`src/include/ccst_pkg.sv`:
```
/*
  Shared constants and types of the control-channel supervision block:
  register indices, field positions, reset values, divider encoding and
  channel states. Assumes it is compiled before every other file.
*/
`default_nettype none

package ccst_pkg;

  // Register access port widths
  localparam int REG_IW = 4;
  localparam int REG_DW = 10;
  localparam int GPIO_N = 10;

  // Register indices
  localparam logic [REG_IW-1:0] IDX_WORD_WIDTH = 4'h1;
  localparam logic [REG_IW-1:0] IDX_START_CFG  = 4'h2;
  localparam logic [REG_IW-1:0] IDX_END_CFG    = 4'h3;
  localparam logic [REG_IW-1:0] IDX_MODE       = 4'h8;
  localparam logic [REG_IW-1:0] IDX_GPIO_DIR   = 4'h9;
  localparam logic [REG_IW-1:0] IDX_GPIO_LVL   = 4'hA;
  localparam logic [REG_IW-1:0] IDX_DRIVE      = 4'hC;

  // Field positions
  localparam int MODE_PROTO_BIT = 7;
  localparam int MODE_PASS_BIT  = 6;
  localparam int MODE_VRISE_BIT = 3;
  localparam int MODE_CTO_LSB   = 0;
  localparam int CTO_CODE_W     = 3;
  localparam int CFG_DIV_LSB    = 4;
  localparam int CFG_LIM_LSB    = 0;
  localparam int CFG_FIELD_W    = 4;
  localparam int DRIVE_LSB      = 5;
  localparam int DRIVE_W        = 3;
  localparam int WIDTH_W        = 3;

  // Reset values
  localparam logic [7:0] START_CFG_RST = 8'hA0;
  localparam logic [7:0] END_CFG_RST   = 8'hA0;
  localparam logic [7:0] MODE_RST      = 8'h80;
  localparam logic [7:0] DRIVE_RST     = 8'h00;
  localparam logic [WIDTH_W-1:0] WIDTH_RST     = 3'h4;
  localparam logic [WIDTH_W-1:0] WIDTH_CODE_MAX = 3'h4;
  localparam logic [3:0] GPIO_STEP = 4'h2;

  // Timeout divider: flat ratio up to the knee code, doubling above
  localparam int PRE_W = 16;
  localparam int CNT_W = 5;
  localparam logic [PRE_W-1:0] DIV_MIN       = 16'h0010;
  localparam logic [3:0]       DIV_FLAT_CODE = 4'h4;

  // Comeback timer: UART bit times per code step
  localparam int CTO_W = 7;
  localparam logic [CTO_W-1:0] CTO_UNIT = 7'h10;

  typedef enum logic [1:0] {
    CH_IDLE,
    CH_WAIT_HOST,
    CH_HOST_ACTIVE
  } ccst_chan_e;

endpackage

`default_nettype wire

```
`src/include/ccst_tmr_if.sv`:
```
/*
  Control and status link between the channel controller and one
  timeout timer. Assumes one clock shared by both ends.
*/
`default_nettype none

interface ccst_tmr_if;
  logic       clear;
  logic       run;
  logic [3:0] divCode;
  logic [3:0] limit;
  logic       expired;

  modport ctrl (output clear, run, divCode, limit, input expired);
  modport tmr  (input clear, run, divCode, limit, output expired);
endinterface

`default_nettype wire

```
`src/rtl/ccst_control.sv`:
```
/*
  Control-channel supervisor: channel open and close with start and end
  timeouts, base and bypass mode with comeback timer, packet steering,
  general purpose pins and open-drain status pins. Assumes a UART packet
  decoder on the same clock supplies register accesses and activity
  pulses; pins vsyncPin and gpioIn come from outside the clock domain.
*/
`default_nettype none

// Operation
// - Each general purpose pin is an output driver or a sampled input.
// - In input mode the level bit holds and returns the sampled pin.
// - Usable pins follow word width: 18 gives 8-9, 10 gives 0-9.
// - Fault pin pulls low on error, otherwise released.
// - Sync pin released while locked, for as long as lock holds.
// - Shutdown releases both status pins; observer ignores sync then.
// - Base mode turns packets for no link device into I2C requests.
// - Base mode turns peripheral I2C replies into UART replies.
// - Pass enable clear blocks peripheral traffic; base mode at reset.
// - Protocol select 1 means I2C base mode, 0 means UART bypass.
// - Comeback timeout in bypass clears pass enable, back to base.
// - Start timeout closes the channel if the host never speaks.
// - Start divider: 16 up to code 4, doubling to 32768 at 15.
// - Start counter ticks per divided period, expires at limit+1.
// - Start defaults: divider 1024, limit 0.
// - Host activity stops start timer and starts end timer.
// - End timeout closes the channel after a silent host.
// - End divider uses the start divider encoding.
// - End counter ticks per divided period, expires at limit+1.
// - Every host activity clears the end counter.
// - End defaults: divider 1024, limit 0.
// - Comeback code 0 never expires; else 16 times code bit times.
// - Channel opens on the active vsync edge, falling by default.
// - Closing frame in base mode closes the channel at once.
module ccst_control
  import ccst_pkg::*;
(
  input  wire logic              clk,
  input  wire logic              rstn,
  input  wire logic              ce,
  input  wire logic              regWrEn,
  input  wire logic [REG_IW-1:0] regIdx,
  input  wire logic [REG_DW-1:0] regWrData,
  output var  logic [REG_DW-1:0] regRdData,
  input  wire logic              vsyncPin,
  input  wire logic              hostActivity,
  input  wire logic              closingFrame,
  input  wire logic              pktValid,
  input  wire logic              pktToLink,
  input  wire logic              periphRspValid,
  input  wire logic              uartBitTick,
  input  wire logic              linkLocked,
  input  wire logic              errorFlag,
  input  wire logic              shutdown,
  input  wire logic [GPIO_N-1:0] gpioIn,
  output var  logic              ccen,
  output var  logic              i2cReqValid,
  output var  logic              uartFwdValid,
  output var  logic              uartRspValid,
  output var  logic              bypassMode,
  output var  logic [DRIVE_W-1:0] driveBoost,
  output var  logic              lockOut,
  output var  logic              lockOe,
  output var  logic              errOut,
  output var  logic              errOe,
  output var  logic [GPIO_N-1:0] gpioOut,
  output var  logic [GPIO_N-1:0] gpioOe
);

  localparam logic [CTO_W-1:0] CTO_ONE = 7'h01;

  typedef struct packed {
    ccst_chan_e        chan;
    logic              tmrClr;
    logic [7:0]        startCfg;
    logic [7:0]        endCfg;
    logic [7:0]        mode;
    logic [7:0]        drive;
    logic [WIDTH_W-1:0] width;
    logic [GPIO_N-1:0] gpDir;
    logic [GPIO_N-1:0] gpLvl;
    logic              vs1;
    logic              vs2;
    logic              vs3;
    logic              vsStable;
    logic [GPIO_N-1:0] gp1;
    logic [GPIO_N-1:0] gp2;
    logic [GPIO_N-1:0] gp3;
    logic [GPIO_N-1:0] gpStable;
    logic [CTO_W-1:0]  cto;
    logic [REG_DW-1:0] rdData;
    logic              ccen;
    logic              i2cReq;
    logic              uartFwd;
    logic              uartRsp;
    logic              lockOe;
    logic              errOe;
    logic [GPIO_N-1:0] gpOut;
    logic [GPIO_N-1:0] gpOe;
    logic              byp;
    logic              odLow;
  } ccst_state_s;

  ccst_state_s st_ff;
  ccst_state_s nxt_st;
  ccst_tmr_if  startIf ();
  ccst_tmr_if  endIf ();

  logic                  passEn;
  logic                  protoI2c;
  logic                  bypass;
  logic                  vsEdge;
  logic                  activity;
  logic [GPIO_N-1:0]     avail;
  logic [WIDTH_W-1:0]    wcode;
  logic [CTO_CODE_W-1:0] ctoCode;
  logic [CTO_W-1:0]      ctoLimit;

  // Timer controls come from registered state
  assign startIf.clear   = st_ff.tmrClr;
  assign startIf.run     = (st_ff.chan == CH_WAIT_HOST);
  assign startIf.divCode = st_ff.startCfg[CFG_DIV_LSB +: CFG_FIELD_W];
  assign startIf.limit   = st_ff.startCfg[CFG_LIM_LSB +: CFG_FIELD_W];
  assign endIf.clear     = st_ff.tmrClr;
  assign endIf.run       = (st_ff.chan == CH_HOST_ACTIVE);
  assign endIf.divCode   = st_ff.endCfg[CFG_DIV_LSB +: CFG_FIELD_W];
  assign endIf.limit     = st_ff.endCfg[CFG_LIM_LSB +: CFG_FIELD_W];

  ccst_timeout_timer uStartTmr (
    .clk  (clk),
    .rstn (rstn),
    .ce   (ce),
    .tmr  (startIf)
  );

  ccst_timeout_timer uEndTmr (
    .clk  (clk),
    .rstn (rstn),
    .ce   (ce),
    .tmr  (endIf)
  );

  // Next-state logic for the whole block
  always_comb begin
    nxt_st = st_ff;

    // Three-stage pin synchronisers, value taken when stages 2 and 3 agree
    nxt_st.vs1 = vsyncPin;
    nxt_st.vs2 = st_ff.vs1;
    nxt_st.vs3 = st_ff.vs2;
    if (st_ff.vs2 == st_ff.vs3) begin
      nxt_st.vsStable = st_ff.vs3;
    end
    nxt_st.gp1 = gpioIn;
    nxt_st.gp2 = st_ff.gp1;
    nxt_st.gp3 = st_ff.gp2;
    nxt_st.gpStable = (st_ff.gp3 & ~(st_ff.gp2 ^ st_ff.gp3))
                    | (st_ff.gpStable & (st_ff.gp2 ^ st_ff.gp3));

    // Mode decode
    passEn   = st_ff.mode[MODE_PASS_BIT];
    protoI2c = st_ff.mode[MODE_PROTO_BIT];
    bypass   = passEn && !protoI2c;
    ctoCode  = st_ff.mode[MODE_CTO_LSB +: CTO_CODE_W];
    ctoLimit = CTO_W'(ctoCode) * CTO_UNIT;

    // Active vsync edge, polarity selectable, falling after reset
    vsEdge = (st_ff.vs2 == st_ff.vs3) && (st_ff.vs3 != st_ff.vsStable)
          && (st_ff.vs3 == st_ff.mode[MODE_VRISE_BIT]);
    activity = hostActivity || (bypass && periphRspValid);

    // Pins usable for the current word width
    wcode = (st_ff.width > WIDTH_CODE_MAX) ? WIDTH_CODE_MAX : st_ff.width;
    for (int i = 0; i < GPIO_N; i++) begin
      avail[i] = (4'(i) >= GPIO_STEP * 4'(wcode));
    end

    // Comeback timer in bypass, host silence counted in UART bit times
    if (!bypass) begin
      nxt_st.cto = '0;
    end else if (hostActivity) begin
      nxt_st.cto = '0;
    end else if (uartBitTick && ctoCode != '0) begin
      if (st_ff.cto + CTO_ONE == ctoLimit) begin
        nxt_st.mode[MODE_PASS_BIT] = 1'b0;
        nxt_st.cto = '0;
      end else begin
        nxt_st.cto = st_ff.cto + CTO_ONE;
      end
    end

    // Register writes, ignored while in bypass
    if (regWrEn && !bypass) begin
      if (regIdx == IDX_WORD_WIDTH) begin
        nxt_st.width = regWrData[WIDTH_W-1:0];
      end else if (regIdx == IDX_START_CFG) begin
        nxt_st.startCfg = regWrData[7:0];
      end else if (regIdx == IDX_END_CFG) begin
        nxt_st.endCfg = regWrData[7:0];
      end else if (regIdx == IDX_MODE) begin
        nxt_st.mode = regWrData[7:0];
      end else if (regIdx == IDX_GPIO_DIR) begin
        nxt_st.gpDir = regWrData;
      end else if (regIdx == IDX_GPIO_LVL) begin
        nxt_st.gpLvl = regWrData;
      end else if (regIdx == IDX_DRIVE) begin
        nxt_st.drive = regWrData[7:0];
      end
    end

    // Registered copy of the mode decode drives the bypass output
    nxt_st.byp = nxt_st.mode[MODE_PASS_BIT] && !nxt_st.mode[MODE_PROTO_BIT];

    // Input pins overwrite their level bits with the sampled pin
    nxt_st.gpLvl = (nxt_st.gpLvl & st_ff.gpDir)
                 | (st_ff.gpStable & ~st_ff.gpDir);
    nxt_st.gpOe  = st_ff.gpDir & avail;
    nxt_st.gpOut = st_ff.gpLvl & st_ff.gpDir & avail;

    // Channel state machine
    nxt_st.tmrClr = 1'b0;
    case (st_ff.chan)
      CH_IDLE: begin
        if (vsEdge) begin
          nxt_st.chan   = CH_WAIT_HOST;
          nxt_st.tmrClr = 1'b1;
        end
      end
      CH_WAIT_HOST: begin
        if (startIf.expired) begin
          nxt_st.chan   = CH_IDLE;
          nxt_st.tmrClr = 1'b1;
        end else if (closingFrame && !bypass) begin
          nxt_st.chan   = CH_IDLE;
          nxt_st.tmrClr = 1'b1;
        end else if (activity) begin
          nxt_st.chan   = CH_HOST_ACTIVE;
          nxt_st.tmrClr = 1'b1;
        end
      end
      CH_HOST_ACTIVE: begin
        if (endIf.expired) begin
          nxt_st.chan   = CH_IDLE;
          nxt_st.tmrClr = 1'b1;
        end else if (closingFrame && !bypass) begin
          nxt_st.chan   = CH_IDLE;
          nxt_st.tmrClr = 1'b1;
        end else if (activity) begin
          nxt_st.tmrClr = 1'b1;
        end
      end
      default: begin
        nxt_st.chan = CH_IDLE;
      end
    endcase
    nxt_st.ccen = (nxt_st.chan != CH_IDLE);

    // Packet steering between host, link devices and peripheral
    nxt_st.i2cReq  = pktValid && !pktToLink && passEn && protoI2c;
    nxt_st.uartFwd = pktValid && bypass;
    nxt_st.uartRsp = periphRspValid && passEn && protoI2c;

    // Open-drain status pins, both released in shutdown
    nxt_st.lockOe = !linkLocked && !shutdown;
    nxt_st.errOe  = errorFlag && !shutdown;
    nxt_st.odLow  = 1'b0;  // Driven level is always low

    // Register read-back, zero in bypass and for unused indices
    nxt_st.rdData = '0;
    if (!bypass) begin
      if (regIdx == IDX_WORD_WIDTH) begin
        nxt_st.rdData = REG_DW'(st_ff.width);
      end else if (regIdx == IDX_START_CFG) begin
        nxt_st.rdData = REG_DW'(st_ff.startCfg);
      end else if (regIdx == IDX_END_CFG) begin
        nxt_st.rdData = REG_DW'(st_ff.endCfg);
      end else if (regIdx == IDX_MODE) begin
        nxt_st.rdData = REG_DW'(st_ff.mode);
      end else if (regIdx == IDX_GPIO_DIR) begin
        nxt_st.rdData = st_ff.gpDir & avail;
      end else if (regIdx == IDX_GPIO_LVL) begin
        nxt_st.rdData = st_ff.gpLvl & avail;
      end else if (regIdx == IDX_DRIVE) begin
        nxt_st.rdData = REG_DW'(st_ff.drive);
      end
    end
  end

  // State register, frozen while the clock enable is low
  always_ff @(posedge clk) begin
    if (!rstn) begin
      st_ff          <= '0;
      st_ff.chan     <= CH_IDLE;
      st_ff.startCfg <= START_CFG_RST;
      st_ff.endCfg   <= END_CFG_RST;
      st_ff.mode     <= MODE_RST;
      st_ff.drive    <= DRIVE_RST;
      st_ff.width    <= WIDTH_RST;
      st_ff.vs1      <= 1'b1;  // Idle-high stages, no false edge
      st_ff.vs2      <= 1'b1;
      st_ff.vs3      <= 1'b1;
      st_ff.vsStable <= 1'b1;
    end else if (ce) begin
      st_ff <= nxt_st;
    end
  end

  // Outputs straight from the state register
  assign regRdData    = st_ff.rdData;
  assign ccen         = st_ff.ccen;
  assign i2cReqValid  = st_ff.i2cReq;
  assign uartFwdValid = st_ff.uartFwd;
  assign uartRspValid = st_ff.uartRsp;
  assign bypassMode   = st_ff.byp;
  assign driveBoost   = st_ff.drive[DRIVE_LSB +: DRIVE_W];
  assign lockOut      = st_ff.odLow;
  assign lockOe       = st_ff.lockOe;
  assign errOut       = st_ff.odLow;
  assign errOe        = st_ff.errOe;
  assign gpioOut      = st_ff.gpOut;
  assign gpioOe       = st_ff.gpOe;

endmodule

`default_nettype wire

```
`src/rtl/ccst_timeout_timer.sv`:
```
/*
  One timeout timer: a programmable prescaler of the pixel clock feeding
  a small counter that expires at limit plus one. Assumes clear and run
  come from the controller on the same clock.
*/
`default_nettype none

module ccst_timeout_timer
  import ccst_pkg::*;
(
  input  wire logic clk,
  input  wire logic rstn,
  input  wire logic ce,
  ccst_tmr_if.tmr   tmr
);

  localparam logic [PRE_W-1:0] PRE_ONE = 16'h0001;
  localparam logic [CNT_W-1:0] CNT_ONE = 5'h01;

  typedef struct packed {
    logic [PRE_W-1:0] pre;
    logic [CNT_W-1:0] cnt;
    logic             expired;
  } ccst_tmr_s;

  ccst_tmr_s        st_ff;
  ccst_tmr_s        nxt_st;
  logic [PRE_W-1:0] ratio;

  // Prescaler and period counter
  always_comb begin
    nxt_st = st_ff;
    if (tmr.divCode <= DIV_FLAT_CODE) begin
      ratio = DIV_MIN;
    end else begin
      ratio = DIV_MIN << (tmr.divCode - DIV_FLAT_CODE);
    end
    if (tmr.clear) begin
      nxt_st = '0;
    end else if (tmr.run && !st_ff.expired) begin
      if (st_ff.pre == ratio - PRE_ONE) begin
        nxt_st.pre = '0;
        nxt_st.cnt = st_ff.cnt + CNT_ONE;
        if (st_ff.cnt + CNT_ONE == {1'b0, tmr.limit} + CNT_ONE) begin
          nxt_st.expired = 1'b1;
        end
      end else begin
        nxt_st.pre = st_ff.pre + PRE_ONE;
      end
    end
  end

  // State register
  always_ff @(posedge clk) begin
    if (!rstn) begin
      st_ff <= '0;
    end else if (ce) begin
      st_ff <= nxt_st;
    end
  end

  assign tmr.expired = st_ff.expired;

endmodule

`default_nettype wire

```
`config.mk`:
```
export PLATFORM = sky130hd
export DESIGN_NAME = ccst_control
export DESIGN_NICKNAME = d
export VERILOG_FILES = /design/src/include/ccst_pkg.sv /design/src/include/ccst_tmr_if.sv /design/src/rtl/ccst_control.sv /design/src/rtl/ccst_timeout_timer.sv
export SDC_FILE = /design/constraint.sdc
export NUM_CORES = 1
export LEC_CHECK = 0
export BUFFER_PORTS_ARGS = -buffer_cell sky130_fd_sc_hd__buf_2
export CORE_ASPECT_RATIO = 0.7
export CORE_MARGIN = 3
export CORE_UTILIZATION = 45
export DETAILED_ROUTE_END_ITERATION = 10
export PLACE_DENSITY = 0.67
export SYNTH_ARGS = -nofsm -noshare
export SYNTH_HDL_FRONTEND = slang
export SYNTH_SLANG_ARGS = --single-unit
```
`constraint.sdc`:
```
create_clock -name clk -period 6.5 [get_ports clk]
set_input_delay 0.65 -clock clk [delete_from_list [all_inputs] [get_ports clk]]
set_output_delay 0.65 -clock clk [all_outputs]
set_load 0.05 [all_outputs]
```
==> results of run 1 <==
## cell families (layout without fill, tap and decap cells)
| kind of cell | count (synthesis) | after routing | synth area share |
|---|---|---|---|
| xor gates and xnor gates | 67 | 67 | 0.0600 |
| adders and majority gates | 11 | 11 | 0.0134 |
| muxes | 65 | 65 | 0.0638 |
| AOI/OAI and AO/OA | 281 | 281 | 0.181 |
| and+or+nand+nor | 497 | 497 | 0.248 |
| DFF | 190 | 190 | 0.372 |
| other | 1 | 4 | 0.000366 |
| buffers and inverters | 128 | 133 | 0.0620 |
## metal layers
layer / share of wire / up-vias / track usage
li1: - / 4310 / -
met1: 0.51 / 4033 / 0.313
met2: 0.42 / 219 / 0.291
met3: 0.057 / 21 / 0.0430
met4: 0.014 / 0 / 0.0550
met5: 0 / - / 0
## cells in the mapped netlist (all sizes together) (6+ instances only)
master  count  area (µm²)
nor2       77         289
and3       11        68.8
nand2b      8        50.1
xor2       36         315
ha         11         138
xnor2      29         254
nand4b      7        61.3
nand4      22         138
nor2b      88         551
a21boi     53         398
and2       11        68.8
nor3       19         100
o21a        7        52.6
mux2i      63         631
a22oi       9        67.6
a31oi      11        75.1
o21ai      65         325
clkbuf     59         223
a21o       18         135
o22a        6        52.6
nand3      87         435
buf        52         348
a21oi      59         295
nand2     133         499
or2         6        37.5
dfxtp     190        3800
nor3b       7        52.6
o31ai       6        50.1
inv        16        60.1
## power breakdown
part	total [W]	switching, W	internal (W)
Clock	0.000988	0.000458	0.000530
Sequential	0.00120	0.0000156	0.00118
Combinational	0.000171	0.000110	0.0000614
Total	0.00235	0.000583	0.00177
## critical path, cell delays in order, from the launching register on
cell	delay, ns
dfxtp_1	0.63
ha_1	0.44
nor2b_1	0.37
o21a_1	0.16
nor2_1	0.05
ha_1	0.39
nor4b_1	0.28
mux2_2	0.20
a32oi_1	0.07
xnor2_1	0.17
a2111oi_0	0.29
nand4_1	0.57
a21oi_1	0.93
nor2_1	0.12
## how the worst min path moves through the flow
stage,from,to,slack (ns),depth (start not counted)
5_1_grt,vsyncPin,nxt_st[87],0.43,3
4_1_cts,vsyncPin,nxt_st[87],0.43,3
6_report,vsyncPin,nxt_st[87],0.44,3
3_3_place_gp,st_ff[63],flip-flop,0.45,2
2_1_floorplan,nxt_st[87],nxt_st[87],0.44,2
3_5_place_dp,nxt_st[87],nxt_st[87],0.46,2
## through the flow
stage | worst slack [ns] | util
floorplan | 2.98 | -
global placement | 1.79 | 0.477
detailed placement | 1.70 | 0.477
CTS | 1.70 | 0.502
global route | 1.07 | 0.502
finish | 1.67 | 0.502
## cell type report
type | instances | area [µm²] | area share
Antenna cell | 2 | 5.00 | 0.000453
Clock buffer | 19 | 433 | 0.0392
Clock inverter | 13 | 116 | 0.0105
Inverter | 17 | 63.8 | 0.00577
Multi-Input combinational cell | 923 | 5800 | 0.525
Sequential cell | 190 | 3800 | 0.344
Tap cell | 305 | 382 | 0.0345
Timing Repair Buffer | 84 | 443 | 0.0401
## layout by cell type, fill, tap and decap left out, drive strengths merged, types with 18 or more instances in the layout
master	count
nor3	19
nand4	22
xor2	36
mux2i	63
nand3	87
buf	84
clkbuf	19
nor2b	88
dfxtp	190
a21o	18
nand2	133
inv	18
a21boi	53
nor2	77
xnor2	29
o21ai	65
a21oi	59
==> metrics.md, run 1 <==
| Metric | Value |
|---|---|
| Largest net degree at the start of global routing | `137` |
| Final min period | `4.83 ns` |
| Placed instance area | `10500 µm²` |
| Critical Path Start Type | `flip-flop` |
| Max Clk Rate | `207 MHz` |
| Top_reg_cell synth | `dfxtp_1` |
| Netlist Area Pre-Place | `10200 µm²` |
| Slew headroom | `0.237` |
| Post-CTS Setup Repair Bufs | `0` |
| Die span in y | `132 µm` |
| Gpl congestion | `0.877` |
| Drt pass-1 iters | `5` |
| CP Data Required Time | `6.79 ns` |
| H-tree levels | `4` |
| Synth cell types | `76` |
| Worst Skew | `0.0122 ns` |
| TritonCTS clock tree | `yes` |
| Sequential fraction of the synthesis area | `0.372` |
| Critical Path Source | `st_ff[142]` |
| Wire length per cell | `16.4 µm` |
| CP Class | `reg -> reg` |
| Placeable Area | `22000 µm²` |
| Worst-Skew Late Latency | `0.43 ns` |
| First-pass GRT wire length | `41000 µm` |
| Clk sink count | `190` |
| Area grow syn2layout | `7.98%` |
| Async SR Flop Fraction | `0` |
| Setup violators final | `0` |
| Max-slew violation count | `0` |
| Worst Max-Slew Pin Slew | `1.14 ns` |
| Worst Setup End Kind | `flip-flop` |
| Vias in the first global route | `7721` |
| Filler cells | `2087` |
| Clock slew at reported path FFs | `0.07 ns` |
| R2r endpoint | `uStartTmr.st_ff[12]` |
| Initial DRC count | `776` |
| Cells after Synth | `1240` |
| Initial Util | `0.465` |
| R2R cell count | `13` |
| #FFs+latches synth | `190` |
| Root buf cell | `clkbuf_16` |
| GRT Overall Usage | `0.205` |
| Nets | `1282` |
| Worst R2R Setup Slack | `1.67 ns` |
| RSZ-0062 raised after global routing | `no` |
| Grt total ovfl | `0` |
| Setup TNS | `0 ns` |
| VDD IR-drop max | `181 µV` |
| Non-Filler Instances | `1553` |
| Placed cells | `1519` |
| Post-cts sizing count | `0` |
| Via count | `8583` |
| CP Data Arrival Time | `5.12 ns` |
| Final Cycle Share | `0.743` |
| Outcome | `finished clean` |
| Worst hold slack | `0.439 ns` |
| Overall power | `0.00235 W` |
| Power density over the cells | `213 nW/µm²` |
| Buffers on Ports | `77` |
| Post-synth EDFFs | `0` |
| Crit path max fanout | `14` |
| Share of layout cells above drive strength 1 | `0.106` |
| # hold bufs at CTS | `0` |
| Critical R2R Launch | `st_ff[142]` |
| Hold Path Class | `in -> reg` |
| Design Area, Final | `11100 µm²` |
| Final Hold Viols | `0` |
| DPL Wire Length | `17500 µm` |
| DIE AREA | `24600 µm²` |
| Yosys warning count | `0` |
| Die W | `186 µm` |
| CTS buffer count | `17` |
| # Max-Cap Violations | `0` |
| Synth Area per Inst | `8.25 µm²` |
| Antenna violations before repair | `2` |
| Row Count | `45` |
| Setup crit end | `uStartTmr.st_ff[12]` |
| Via density per instance | `5.53` |
| Ports | `80` |
| Detail Route Antenna Nets | `0` |
| Routed wire length | `25400 µm` |
| Drt drc | `0` |
| Pleak | `4.15 nW` |
| Max clock buf depth | `2` |
Note: power is estimated with default switching activity, not from simulation.
==> run 2: changes to the inputs <==
- clock period: 6.5 -> 4.8 ns (I/O delays scaled with it)
==> metrics.md, run 2 (same netlist as run 1, synthesis figures left out) <==
| Metric | Value |
|---|---|
| CP Data Required Time | `5.17 ns` |
| Initial DRC count | `796` |
| Final min period | `4.11 ns` |
| Initial Util | `0.465` |
| Worst path slowest cell | `ha_1` |
| Worst hold slack | `0.250 ns` |
| Via density per instance | `5.57` |
| Share of layout cells above drive strength 1 | `0.108` |
| Post-cts sizing count | `0` |
| Design Area, Final | `11200 µm²` |
| Routed wire length | `25600 µm` |
| Max-slew violation count | `0` |
| Outcome | `finished clean` |
| Nets | `1284` |
| Area grow syn2layout | `9.18%` |
| H-tree levels | `4` |
| Crit path max fanout | `13` |
| Setup TNS | `0 ns` |
| Drt pass-1 iters | `6` |
| TritonCTS clock tree | `yes` |
| Placed instance area | `10500 µm²` |
| Clock slew at reported path FFs | `0.07 ns` |
| RSZ-0062 raised after global routing | `no` |
| Hold Path Class | `in -> reg` |
| Power density over the cells | `311 nW/µm²` |
| Critical Path Start Type | `flip-flop` |
| Setup violators final | `0` |
| Placed cells | `1521` |
| Drt drc | `0` |
| Root buf cell | `clkbuf_16` |
| Final Hold Viols | `0` |
| First-pass GRT wire length | `41600 µm` |
| VDD IR-drop max | `266 µV` |
| DIE AREA | `24600 µm²` |
| Max Clk Rate | `243 MHz` |
| Worst Max-Slew Pin Slew | `1.08 ns` |
| Detail Route Antenna Nets | `0` |
| GRT Overall Usage | `0.209` |
| Wire length per cell | `16.5 µm` |
| DPL Wire Length | `17700 µm` |
| Clk sink count | `190` |
| Row Count | `45` |
| Grt total ovfl | `0` |
| Die span in y | `132 µm` |
| Via count | `8651` |
| # Max-Cap Violations | `0` |
| Worst Setup End Kind | `flip-flop` |
| Worst R2R Setup Slack | `0.69 ns` |
| CP Data Arrival Time | `4.48 ns` |
| Pleak | `4.22 nW` |
| Post-CTS Setup Repair Bufs | `0` |
| Slew headroom | `0.280` |
| Vias in the first global route | `7844` |
| CP Class | `reg -> reg` |
| Final Cycle Share | `0.856` |
| Worst Skew | `0.00742 ns` |
| Non-Filler Instances | `1552` |
| Buffers on Ports | `77` |
| Largest net degree at the start of global routing | `134` |
| Gpl congestion | `0.870` |
| CTS buffer count | `17` |
| Worst-path cell chain | `inv_1 -> ha_1 -> nor2b_1 -> o21a_1 -> nor2_1 -> ha_1 -> inv_1 -> a31oi_2 -> mux2_2 -> a22o_1 -> and4_1 -> nand4_1 -> nand2_1 -> o22ai_1` |
| Antenna violations before repair | `1` |
| Worst-Skew Late Latency | `0.44 ns` |
| Ports | `80` |
| Placeable Area | `22000 µm²` |
| CP max stage delay | `0.53 ns` |
| Commonest non-fill, non-tap cells in the layout | `dfxtp_1 (190), nand2_1 (133), nor2b_1 (88)` |
| # hold bufs at CTS | `0` |
| Most common cell after layout, fill and taps aside | `dfxtp_1` |
| Die W | `186 µm` |
| Max clock buf depth | `2` |
-- run 2: cell type report --
class	instances	area, µm²
fill	2114	10800
multi-input combinational	923	5800
sequential	190	3800
timing repair buffer	86	458
clock buffer	17	425
tap	305	382
clock inverter	13	234
inverter	17	63.8
antenna	1	2.50
-- run 2: metal layers --
metal | routed length, µm | GRT usage
met1 | 13000 | 0.316
met2 | 10800 | 0.300
met3 | 1380 | 0.0430
met4 | 392 | 0.0546
met5 | 0 | 0
-- run 2: per-stage QoR --
step | util | total power (W) | setup slack [ns]
global placement | 0.477 | 0.00188 | 0.894
floorplan | - | 0.00181 | 1.28
CTS | 0.507 | 0.00350 | 0.734
finish | 0.508 | 0.00347 | 0.689
detailed placement | 0.477 | 0.00188 | 0.759
global route | 0.508 | 0.00359 | 0.260
-- run 2: path summary, 6_finish.rpt --
path / from / endpoint / cells past startpoint
setup / recovery: endIf.divCode[3] / uEndTmr.st_ff[17] / 14
hold / removal: vsyncPin / nxt_st[87] / 3
setup reg to reg: endIf.divCode[3] / uEndTmr.st_ff[17] / 14
hold reg to reg: st_ff[60] / flip-flop / 2
-- run 2: worst max-delay path: cells and delay by family, from the launching register on --
family | cells | cell delay (ns)
AOI/OAI and AO/OA | 4 | 0.96
adders and majority gates | 2 | 0.83
buffers and inverters | 2 | 0.20
DFF | 1 | 0.42
muxes | 1 | 0.38
and+or+nand+nor | 5 | 1.23
-- run 2: report_power, final --
part / internal, W / leakage, nW / switching, W
Combinational: 0.0000838 / 2.35 / 0.000148
Clock: 0.000977 / 0.324 / 0.000645
Sequential: 0.00160 / 1.54 / 0.0000212
==> run 3: changes to the inputs <==
- PLACE_DENSITY: 0.67 -> 0.69
- clock period: 4.8 -> 3.76 ns (I/O delays scaled with it)
==> metrics.md, run 3 (same netlist as run 1, synthesis figures left out) <==
| Metric | Value |
|---|---|
| Outcome | `finished clean` |
| Via density per instance | `5.58` |
| RSZ-0062 raised after global routing | `no` |
| Drt drc | `0` |
| CP Class | `reg -> reg` |
| Clk sink count | `190` |
| Area used by multi-input combinational logic | `5810 µm²` |
| Pleak | `4.25 nW` |
| Commonest non-fill, non-tap cells in the layout | `dfxtp_1 (190), nand2_1 (133), nor2b_1 (87), nand3_1 (87), nor2_1 (76)` |
| Via count | `8764` |
| Max Clk Rate | `280 MHz` |
| First-pass GRT wire length | `42500 µm` |
| CP Data Arrival Time | `3.95 ns` |
| Ports | `80` |
| Critical path buffers and inverters | `3` |
| H-tree levels | `4` |
| Vias in the first global route | `8178` |
| Share of layout cells above drive strength 1 | `0.123` |
| CTS buffer count | `17` |
| Most common cell after layout, fill and taps aside | `dfxtp_1` |
| Max-slew violation count | `0` |
| Worst Setup End Kind | `flip-flop` |
| Buffers on Ports | `77` |
| Root buf cell | `clkbuf_16` |
| Die W | `186 µm` |
| DIE AREA | `24600 µm²` |
| Initial DRC count | `762` |
| CP max stage delay | `0.51 ns` |
| Seq. cell area | `3800 µm²` |
| Worst Skew | `0.0112 ns` |
| Nets | `1302` |
| Hold Path Class | `in -> reg` |
| Overall power | `0.00412 W` |
| GRT Overall Usage | `0.213` |
| Critical Path Start Type | `flip-flop` |
| # Max-Cap Violations | `0` |
| Routed wire length | `26100 µm` |
| Max clock buf depth | `2` |
| Antenna violations before repair | `1` |
| Row Count | `45` |
| Filler cells | `2104` |
| Initial Util | `0.465` |
| Worst-Skew Late Latency | `0.44 ns` |
| Power density over the cells | `367 nW/µm²` |
| Drt pass-1 iters | `6` |
| DPL Wire Length | `18100 µm` |
| Setup TNS | `0 ns` |
| Die span in y | `132 µm` |
| Final Cycle Share | `0.949` |
| Cell family with the largest share of critical-path delay | `simple AND/OR/NAND/NOR gates` |
| Worst R2R Setup Slack | `0.19 ns` |
| Post-CTS Setup Repair Bufs | `0` |
| Worst Max-Slew Pin Slew | `0.906 ns` |
| Gpl congestion | `0.869` |
| Worst hold slack | `0.160 ns` |
| Detail Route Antenna Nets | `0` |
| Final Hold Viols | `0` |
| TritonCTS clock tree | `yes` |
| Largest net degree at the start of global routing | `85` |
| Worst path slowest cell | `or4_1` |
| Crit path max fanout | `13` |
| Slew headroom | `0.396` |
| Final min period | `3.57 ns` |
| Area grow syn2layout | `9.60%` |
| VDD IR-drop max | `331 µV` |
| Worst-path cell chain | `inv_1 -> ha_1 -> buf_4 -> or2_2 -> nand4b_1 -> ha_1 -> nor4b_1 -> mux2_2 -> a32oi_1 -> xnor2_1 -> a2111oi_0 -> nand4_1 -> buf_4 -> or4_1 -> nand3_1` |
| Setup violators final | `0` |
| Wire length per cell | `16.6 µm` |
| Placeable Area | `22000 µm²` |
| Grt total ovfl | `0` |
| CP Data Required Time | `4.14 ns` |
| Clock slew at reported path FFs | `0.07 ns` |
==> run 3: changes by cell type in the layout (fill, tap and decap cells not counted), sizes merged <==
cell,previous run,this run
clkbuf,17,18
clkinvlp,0,2
clkinv,4,5
bufinv,6,0
inv,20,24
buf,86,104
==> run 3: area by class of cell <==
| cell class | instances | share of cell area |
|---|---|---|
| multi-input combinational | 923 | 0.518 |
| sequential | 190 | 0.339 |
| timing repair buffer | 104 | 0.0529 |
| clock buffer | 18 | 0.0392 |
| tap | 305 | 0.0340 |
| clock inverter | 14 | 0.0109 |
| inverter | 17 | 0.00569 |
| antenna | 1 | 0.000223 |
==> run 3: worst min-delay path, cell delays in order <==
cell	delay, ns
buf_2	0.08
mux2i_1	0.06
nand2_1	0.06
==> run 3: report_power, final <==
group	internal (W)	switching, W	leakage (nW)
clock network	0.000890	0.000860	0.275
logic	0.000109	0.000195	2.44
registers	0.00204	0.0000251	1.54
==> run 3: path summary, 6_finish.rpt <==
kind,start,cells after the start,endpoint
setup / recovery,st_ff[143],15,uStartTmr.st_ff[5]
hold / removal,vsyncPin,3,nxt_st[87]
setup reg to reg,st_ff[143],15,uStartTmr.st_ff[5]
hold reg to reg,st_ff[61],2,flip-flop
==> run 3: per-stage QoR <==
step	area (µm²)	std cells	setup slack (ns)	util
after floorplan	10200	1241	0.242	-
after global placement	10600	1539	0.296	0.484
after detailed placement	10600	1539	0.188	0.484
after CTS	11200	1571	0.161	0.509
after global routing	11200	1572	0.0109	0.509
final	11200	1572	0.191	0.509
==> run 3: repair_timing <==
item | in CTS | in global routing
hold buffers | 0 | 0
setup endpoints to repair | 0 | 15
gates resized for setup | 0 | 2
==> run 3: per-layer routing <==
layer	global-route usage	up-vias	part of all wire
met5	0	-	0
met4	0.0612	0	0.012
met3	0.0491	24	0.066
met2	0.310	260	0.42
met1	0.313	4129	0.50
li1	-	4351	-
